`config.mk`:
```
export PLATFORM = sky130hd
export DESIGN_NAME = dlt_transparent_match
export DESIGN_NICKNAME = d
export VERILOG_FILES = /design/src/hdl/dlt_pkg.sv /design/src/hdl/dlt_rx_hunt.sv /design/src/hdl/dlt_transparent_match.sv
export SDC_FILE = /design/constraint.sdc
export NUM_CORES = 1
export LEC_CHECK = 0
export ABC_AREA = 0
export BUFFER_PORTS_ARGS = -buffer_cell sky130_fd_sc_hd__buf_2
export CORE_MARGIN = 2
export CORE_UTILIZATION = 47
export CTS_CLUSTER_SIZE = 25
export DETAILED_ROUTE_END_ITERATION = 10
export PLACE_DENSITY = 0.75
export SYNTH_ARGS = -nofsm -noshare
export SYNTH_HDL_FRONTEND = slang
export SYNTH_SLANG_ARGS = --single-unit
```
`constraint.sdc`:
```
create_clock -name clk -period 1.74 [get_ports clk]
set_input_delay 0.087 -clock clk [delete_from_list [all_inputs] [get_ports clk]]
set_output_delay 0.087 -clock clk [all_outputs]
set_load 0.05 [all_outputs]
```
`src/hdl/dlt_pkg.sv`:
```
// constants and carrier types for the data link transparent match block
package dlt_pkg;
  // register word indexes; byte address is four times the index
  localparam logic [3:0] REG_LINK_CONTROL   = 4'h1;
  localparam logic [3:0] REG_TX_IDLE_CHAR   = 4'h5;
  localparam logic [3:0] REG_RX_MATCH_CHAR  = 4'h8;
  localparam logic [3:0] REG_TRANSP_CONTROL = 4'h9;
  localparam int unsigned ADDR_LSB = 2;

  // field positions
  localparam int unsigned RX_ENABLE_BIT  = 2;
  localparam int unsigned OFFSET_LSB     = 0;
  localparam int unsigned MATCH_FOUND_BIT = 3;
  localparam int unsigned ALIGNED_BIT    = 4;
  localparam int unsigned MATCH_EN_BIT   = 5;
  localparam int unsigned TRANSP_BIT     = 6;

  // reset values and other fixed constants
  localparam logic [7:0] MATCH_CHAR_RESET = 8'h7E;
  localparam logic [7:0] IDLE_CHAR_RESET  = 8'hFF;
  localparam logic [7:0] ONES_IDLE        = 8'hFF;
  localparam logic [2:0] CTRL_RESET       = 3'h0;
  localparam logic       RX_ENABLE_RESET  = 1'b0;
  localparam logic [2:0] BYTE_ALIGNED     = 3'h7;
  localparam logic [2:0] LAST_BIT         = 3'h7;
  localparam logic [31:0] READ_ZERO       = 32'h0000_0000;

  typedef enum logic [1:0] {
    DLT_IDLE   = 2'b00,
    DLT_HUNT   = 2'b01,
    DLT_LOCKED = 2'b11
  } dlt_state_t;

  typedef struct packed {
    logic transparent;
    logic matchEn;
    logic aligned;
  } dlt_ctrl_t;

  typedef struct packed {
    logic       matchFound;
    logic [2:0] offset;
  } dlt_status_t;
endpackage

```
`src/hdl/dlt_rx_hunt.sv`:
```
// receive match hunter: octet reference, match search, byte assembly
`timescale 1ns/1ps
module dlt_rx_hunt (
  input  wire logic                clk,
  input  wire logic                reset_n,
  input  wire logic                bitStrobe,
  input  wire logic                bitIn,
  input  wire logic                runEnable,
  input  wire dlt_pkg::dlt_ctrl_t  ctrl,
  input  wire logic [7:0]          matchChar,
  output      logic [7:0]          byteData,
  output      logic                byteWrite,
  output      dlt_pkg::dlt_status_t status
);
  import dlt_pkg::*;

  dlt_state_t state;
  logic [7:0] shiftReg;
  logic [2:0] bitPos;
  logic [2:0] lockCount;
  logic       filled;

  // first bit received lands in bit 7 and drifts down to bit 0
  wire [7:0] next_shift = {bitIn, shiftReg[7:1]};
  wire       onBoundary = (bitPos == LAST_BIT);
  // sliding search waits for a full window so stale zeros never match
  wire       charHit    = (next_shift == matchChar) && (filled || onBoundary)
                          && (!ctrl.aligned || onBoundary);
  wire       huntHit    = ctrl.matchEn ? charHit : onBoundary;
  wire [2:0] hitOffset  = onBoundary ? BYTE_ALIGNED : bitPos;

  always_ff @(posedge clk) begin
    byteWrite <= 1'b0;
    if (!reset_n || !runEnable) begin
      state     <= DLT_IDLE;
      shiftReg  <= 8'h00;
      bitPos    <= 3'h0;
      lockCount <= 3'h0;
      filled    <= 1'b0;
      byteData  <= 8'h00;
      status    <= '0;
    end else begin
      case (state)
        DLT_IDLE: begin
          state  <= DLT_HUNT;
          bitPos <= 3'h0;
        end
        DLT_HUNT: begin
          if (bitStrobe) begin
            shiftReg <= next_shift;
            bitPos   <= bitPos + 3'h1;
            if (onBoundary) begin
              filled <= 1'b1;
            end
            if (huntHit) begin
              state             <= DLT_LOCKED;
              byteData          <= next_shift;
              byteWrite         <= 1'b1;
              status.matchFound <= 1'b1;
              status.offset     <= hitOffset;
              lockCount         <= 3'h0;
            end
          end
        end
        DLT_LOCKED: begin
          if (bitStrobe) begin
            shiftReg  <= next_shift;
            bitPos    <= bitPos + 3'h1;
            lockCount <= lockCount + 3'h1;
            if (lockCount == LAST_BIT) begin
              byteData  <= next_shift;
              byteWrite <= 1'b1;
            end
          end
        end
        default: state <= DLT_IDLE;
      endcase
    end
  end
endmodule // dlt_rx_hunt

```
`src/hdl/dlt_transparent_match.sv`:
```
// data link transparent mode control with match hunt and idle selection
// Contract
// - transparent mode select set means the data link unit bypasses all HDLC processing.
// - the receive match character is used only in transparent mode.
// - with pattern match enabled nothing reaches the receive FIFO before a match.
// - the matched byte is the first FIFO entry and later bytes follow it.
// - the receive match character resets to a flag and is fully writable.
// - octet aligned search compares only on octet boundaries, otherwise at every bit.
// - with pattern match disabled received data goes straight to the FIFO.
// - match found is set when the match character is recognised.
// - octet offset holds the bit offset of the match, 111 meaning byte aligned.
// - without matching, match found sets on the first byte with offset 111.
// - pattern match enabled and empty transmit FIFO sends the programmed idle character.
// - the transmit idle character resets to FF and is fully writable.
// - pattern match disabled and empty transmit FIFO sends all ones.
// - octet boundaries count from the first receive clock edge after receiver enable.
`timescale 1ns/1ps
module dlt_transparent_match (
  input  wire logic        clk,
  input  wire logic        reset_n,
  // avalon-mm slave, byte addressed
  input  wire logic [5:0]  address,
  input  wire logic        read,
  input  wire logic        write,
  input  wire logic [31:0] writedata,
  input  wire logic [3:0]  byteenable,
  output      logic [31:0] readdata,
  output      logic        waitrequest,
  // line side pins
  input  wire logic        rxClkPin,
  input  wire logic        rxDataPin,
  input  wire logic        txClkPin,
  output      logic        txDataPin,
  // fifo side
  output      logic [7:0]  rxFifoData,
  output      logic        rxFifoWrite,
  input  wire logic [7:0]  txFifoData,
  input  wire logic        txFifoEmpty,
  output      logic        txFifoRead,
  output      logic        hdlcBypass
);
  import dlt_pkg::*;

  // software registers
  logic [7:0]  matchChar;
  logic [7:0]  idleChar;
  dlt_ctrl_t   ctrl;
  logic        rxEnable;
  dlt_status_t status;

  // pin synchronisers: stage 1 feeds stage 2 only
  logic [2:0]  sync1;
  logic [2:0]  sync2;
  logic [2:0]  sync3;
  logic [2:0]  settled;

  // transmit shifter
  logic [2:0]  txBitCnt;
  logic [7:0]  txShift;

  // bus decode
  wire [3:0] regIndex  = address[5:ADDR_LSB];
  wire       busReq    = read | write;
  wire       busCommit = write & ~waitrequest & byteenable[0];
  wire       hitLink   = (regIndex == REG_LINK_CONTROL);
  wire       hitIdle   = (regIndex == REG_TX_IDLE_CHAR);
  wire       hitMatch  = (regIndex == REG_RX_MATCH_CHAR);
  wire       hitTransp = (regIndex == REG_TRANSP_CONTROL);

  wire [7:0] linkView   = 8'(rxEnable) << RX_ENABLE_BIT;
  wire [7:0] transpView = {1'b0, ctrl.transparent, ctrl.matchEn, ctrl.aligned,
                           status.matchFound, status.offset};
  wire [7:0] next_read  = hitLink   ? linkView   :
                          hitIdle   ? idleChar   :
                          hitMatch  ? matchChar  :
                          hitTransp ? transpView : 8'h00;

  // a change counts once stages two and three agree
  wire [2:0] agree     = ~(sync2 ^ sync3);
  wire [2:0] next_settled = (agree & sync3) | (~agree & settled);
  wire       rxEdge    = next_settled[0] & ~settled[0];
  wire       rxBit     = next_settled[1];
  wire       txEdge    = next_settled[2] & ~settled[2];

  wire       runEnable = rxEnable & ctrl.transparent;
  wire       takeUser  = ctrl.transparent & ~txFifoEmpty;
  wire [7:0] idleByte  = ctrl.matchEn ? idleChar : ONES_IDLE;
  wire [7:0] loadByte  = takeUser ? txFifoData : idleByte;
  wire       txLoad    = (txBitCnt == 3'h0);

  // waitrequest drops for exactly one cycle per request
  always_ff @(posedge clk) begin
    if (!reset_n) begin
      waitrequest <= 1'b1;
      readdata    <= READ_ZERO;
    end else begin
      waitrequest <= ~(busReq & waitrequest);
      readdata    <= {24'h00_0000, next_read};
    end
  end

  always_ff @(posedge clk) begin
    if (!reset_n) begin
      matchChar <= MATCH_CHAR_RESET;
      idleChar  <= IDLE_CHAR_RESET;
      ctrl      <= CTRL_RESET;
      rxEnable  <= RX_ENABLE_RESET;
    end else if (busCommit) begin
      if (hitMatch) begin
        matchChar <= writedata[7:0];
      end
      if (hitIdle) begin
        idleChar <= writedata[7:0];
      end
      if (hitLink) begin
        rxEnable <= writedata[RX_ENABLE_BIT];
      end
      // status bits and bit 7 are not writable
      if (hitTransp) begin
        ctrl.transparent <= writedata[TRANSP_BIT];
        ctrl.matchEn     <= writedata[MATCH_EN_BIT];
        ctrl.aligned     <= writedata[ALIGNED_BIT];
      end
    end
  end

  always_ff @(posedge clk) begin
    if (!reset_n) begin
      sync1   <= 3'h0;
      sync2   <= 3'h0;
      sync3   <= 3'h0;
      settled <= 3'h0;
    end else begin
      sync1   <= {txClkPin, rxDataPin, rxClkPin};
      sync2   <= sync1;
      sync3   <= sync2;
      settled <= next_settled;
    end
  end

  // the framer's hdlc engine is switched out while this is high
  always_ff @(posedge clk) begin
    if (!reset_n) begin
      hdlcBypass <= 1'b0;
    end else begin
      hdlcBypass <= ctrl.transparent;
    end
  end

  // idle fill only for whole octets; a byte is never split
  always_ff @(posedge clk) begin
    if (!reset_n) begin
      txBitCnt   <= 3'h0;
      txShift    <= ONES_IDLE;
      txDataPin  <= 1'b1;
      txFifoRead <= 1'b0;
    end else begin
      txFifoRead <= txEdge & txLoad & takeUser;
      if (txEdge) begin
        txBitCnt  <= txBitCnt + 3'h1;
        txDataPin <= txLoad ? loadByte[0] : txShift[0];
        txShift   <= txLoad ? {1'b1, loadByte[7:1]} : {1'b1, txShift[7:1]};
      end
    end
  end

  dlt_rx_hunt u_hunt (
    .clk       (clk),
    .reset_n   (reset_n),
    .bitStrobe (rxEdge),
    .bitIn     (rxBit),
    .runEnable (runEnable),
    .ctrl      (ctrl),
    .matchChar (matchChar),
    .byteData  (rxFifoData),
    .byteWrite (rxFifoWrite),
    .status    (status)
  );
endmodule // dlt_transparent_match

```
==> out/qor.csv <==
stage,metric,value,unit
status,status,"complete, but fails checks",
status,violations,setup timing,
final_layout,drive_above_1_share,22.31,%
placed_design,dp_hpwl,5.844,mm
clock_tree,insertion_delay,0.35,ns
global_route,grt_max_degree,27,
final_layout,syn_to_final_growth,22.72,%
run,maxCapViolations,0,
timing,timing.final.ws_setup,-0.1092,ns
synth,ys_ff_latch,83,
worst_hold_path,min_from,writedata[4],
clock_tree,htree_levels,3,
drt,highest_layer,met4,
die,initial_core_util,47.70,%
global_route,grt_pass1_wl,13.50,mm
drt,route.layer.met1.wl,3.563,mm
final_layout,final_core_util,58.54,%
global_route,antenna_found_initial,0,
global_route,grt_pass1_vias,3007,
drt,wl_met3,425,µm
die,dieArea,0.008439,mm²
synth,synth-seq-area-share,45.79,%
timing,max-slew-margin-rel,63.63,%
timing,fin_worst_skew,0.008281,ns
clock_tree,numCtsBuffers,9,
die,die_h,91.87,µm
final_layout,nNetsFinal,561,
timing,rsz0062_at_grt,true,
setup_path,critical_path_peak_fanout,8,
final_layout,multi_input_area,0.001769,mm²
drt,wl,8.152,mm
drt,drtAntennaViolNets,0,
setup_path,cp_slowest_stage_delay,0.39,ns
synth,synth_edf_count,0,
setup_path,path_class,reg -> reg,
synth,synth_top_flop_cell,dfxtp_1,
drt,drcViolationCount,0,
drt,vias,3062,
clock_tree,tritoncts,yes,
power,p_leak,1.985,nW
final_layout,num-fill-cells,675,
setup_path,slowest_stage,a2111oi_4,
synth,async_reset_ff_share,0,%
synth,ys_types,40,
final_layout,regArea,0.001668,mm²
drt,drtIter0Drc,180,
power,total_power,3.589,mW
final_layout,antennaDiodeCount,0,
clock_tree,cts_root_buf,clkbuf_8,
global_route,overflow,0,
power,pwr_density_cell,806.0,mW/mm²
timing,worstMarginPinSlew,0.5456,ns
setup_path,r2r_start,matchChar[6],
setup_path,cp-startpoint,matchChar[6],
clock_tree,clock_path_buffers,2,
placed_design,port_buffers,49,
setup_path,crit_family,compound AO/OA/AOI/OAI gates,
timing,finalCritPeriodShare,106.3,%
timing,period_minus_slack,1.849,ns
clock_tree,cts.sinks,83,
setup_path,end_kind,flip-flop,
drt,routedWlPerCell,13.50,µm
drt,first_pass_iters,5,
timing,final_hold_viol_count,0,
timing,drv_slew,0,
drt,via_per_inst,5.070,
die,die_x,91.87,µm
synth,synthesis.area,0.003628,mm²
die,ios,103,
placed_design,gp_congestion,0.8362,
synth,yosysWarnings,0,
setup_path,worst-endpoint-arrival,2.14,ns
synth,syn_avg_cell_area,8.743,µm²
drt,wl_met2,4.016,mm
timing,fmax,540.8,MHz
setup_path,required,2.03,ns
die,rows,32,
global_route,grt_use_total,20.12,%
die,core-area,0.007607,mm²
setup_path,cp_cell_sequence,xor2_2 > a2111oi_4 > o2111ai_4 > buf_6 > a21oi_4 > buf_12 > mux2i_1,
worst_hold_path,hold_path_class,in -> reg,
clock_tree,clk_pin_slew,0.08,ns
timing,setup_viol,13,
setup_path,start_kind,flip-flop,
power,ir_worst_vdd,473.1,µV
synth,synthCells,415,
setup_path,worst-path-buf-inv,2,
-- cells in the mapped netlist (all sizes together), types with 4 or more instances --
cell type	instances	area, µm²
nand2b	4	25.02
nor2	32	120.1
o21ai	10	50.05
nor3	8	40.04
dfxtp	83	1662
o211ai	19	142.6
a22oi	6	45.04
nand2	71	266.5
and2	12	75.07
mux2i	26	260.3
ha	6	75.07
a21oi	27	146.4
nor2b	5	31.28
inv	14	52.55
buf	29	205.2
clkbuf	19	71.32
a21o	6	45.04
xor2	8	70.07
a311oi	8	70.07
-- where the power goes --
group          internal, mW  total (mW)  switching (mW)  leakage (nW)
sequential             1.91        1.92         0.00858         0.673
clock                 0.695        1.37           0.673        0.0991
combinational        0.0792       0.298           0.219          1.21
total                  2.69        3.59           0.900          1.98
-- stage by stage --
stage / setup slack (ns) / hold WS, ns / instances / area (µm²) / setup TNS [ns]
3_5_place_dp: -0.09813 / 0.2998 / 575 / 4079 / -0.8377
3_3_place_gp: -0.04400 / 0.2951 / 575 / 4079 / -0.4353
6_report: -0.1092 / 0.01542 / 604 / 4453 / -1.142
2_1_floorplan: 0.02930 / 0.2029 / 438 / 3715 / 0
4_1_cts: -0.1196 / 0.007082 / 602 / 4383 / -1.155
5_1_grt: -0.2400 / 0.02561 / 604 / 4453 / -2.914
-- routing by layer --
metal	vias up	track usage, %
li1	1519	-
met1	1432	24.35
met2	94	34.74
met3	17	5.012
met4	0	7.090
met5	-	0
-- kinds of logic (layout without fill, tap and decap cells) --
group / after synthesis / count (layout) / synth area share, %
and+or+nand+nor: 144 / 144 / 17.72
AOI/OAI and AO/OA: 83 / 83 / 15.62
DFF: 83 / 83 / 45.79
buffers and inverters: 62 / 126 / 9.069
muxes: 26 / 26 / 7.172
xor gates and xnor gates: 9 / 9 / 2.173
adders and majority gates: 7 / 7 / 2.345
other: 1 / 24 / 0.1033
-- flip-flops by register name, indices dropped and copies added (netlist names), 2 cells and up --
| register | cells |
|---|---|
| ctrl | 3 |
| idleChar | 8 |
| matchChar | 8 |
| readdata | 8 |
| settled | 3 |
| sync1 | 3 |
| sync2 | 3 |
| sync3 | 3 |
| txBitCnt | 3 |
| txShift | 7 |
| u_hunt.bitPos | 3 |
| u_hunt.byteData | 8 |
| u_hunt.lockCount | 3 |
| u_hunt.shiftReg | 7 |
| u_hunt.state | 2 |
| u_hunt.status | 4 |
-- path summary, 6_finish.rpt --
check | to | slack, ns | cells after the start
worst max-delay path | u_hunt.byteData[1] | -0.11 | 7
worst min-delay path | idleChar[4] | 0.02 | 3
worst max register to register | u_hunt.byteData[1] | -0.11 | 7
worst min register to register | sync2[0] | 0.44 | 1
-- what timing repair did --
action                                  4_1_cts  5_1_grt
endpoints found under the setup margin       13       17
pin swaps                                     0        5
buffers inserted                              0        2
gates resized for setup                       0       12
endpoints found under the hold margin        12        0
hold buffers                                 11        0
-- cells in the final DEF, fill, tap and decap left out, types with 7 or more instances in the layout --
cell and instances:
a21oi_1 26, dlygate4sd3_1 11, and2_1 12, nor2_1 32, mux2i_1 25, buf_4 34
buf_2 49, inv_1 14, conb_1 24, xor2_1 7, nand2_1 71, a311oi_1 8
nor3_1 8, o21ai_0 10, o211ai_1 19, clkbuf_8 10, dfxtp_1 80
-- worst min-delay path, cell delays in order --
cell and delay (ns):
buf_2 0.12, nand2_1 0.05, o211ai_1 0.08
-- layout make-up --
type                       instances  share of cell area (%)
sequential                        83                   37.45
timing repair buffer              96                   14.41
clock inverter                     5                   1.180
tap                              102                   2.866
clock buffer                      11                   3.175
multi-input combinational        293                   39.73
inverter                          14                   1.180
Note: power is estimated with default switching activity, not from simulation.
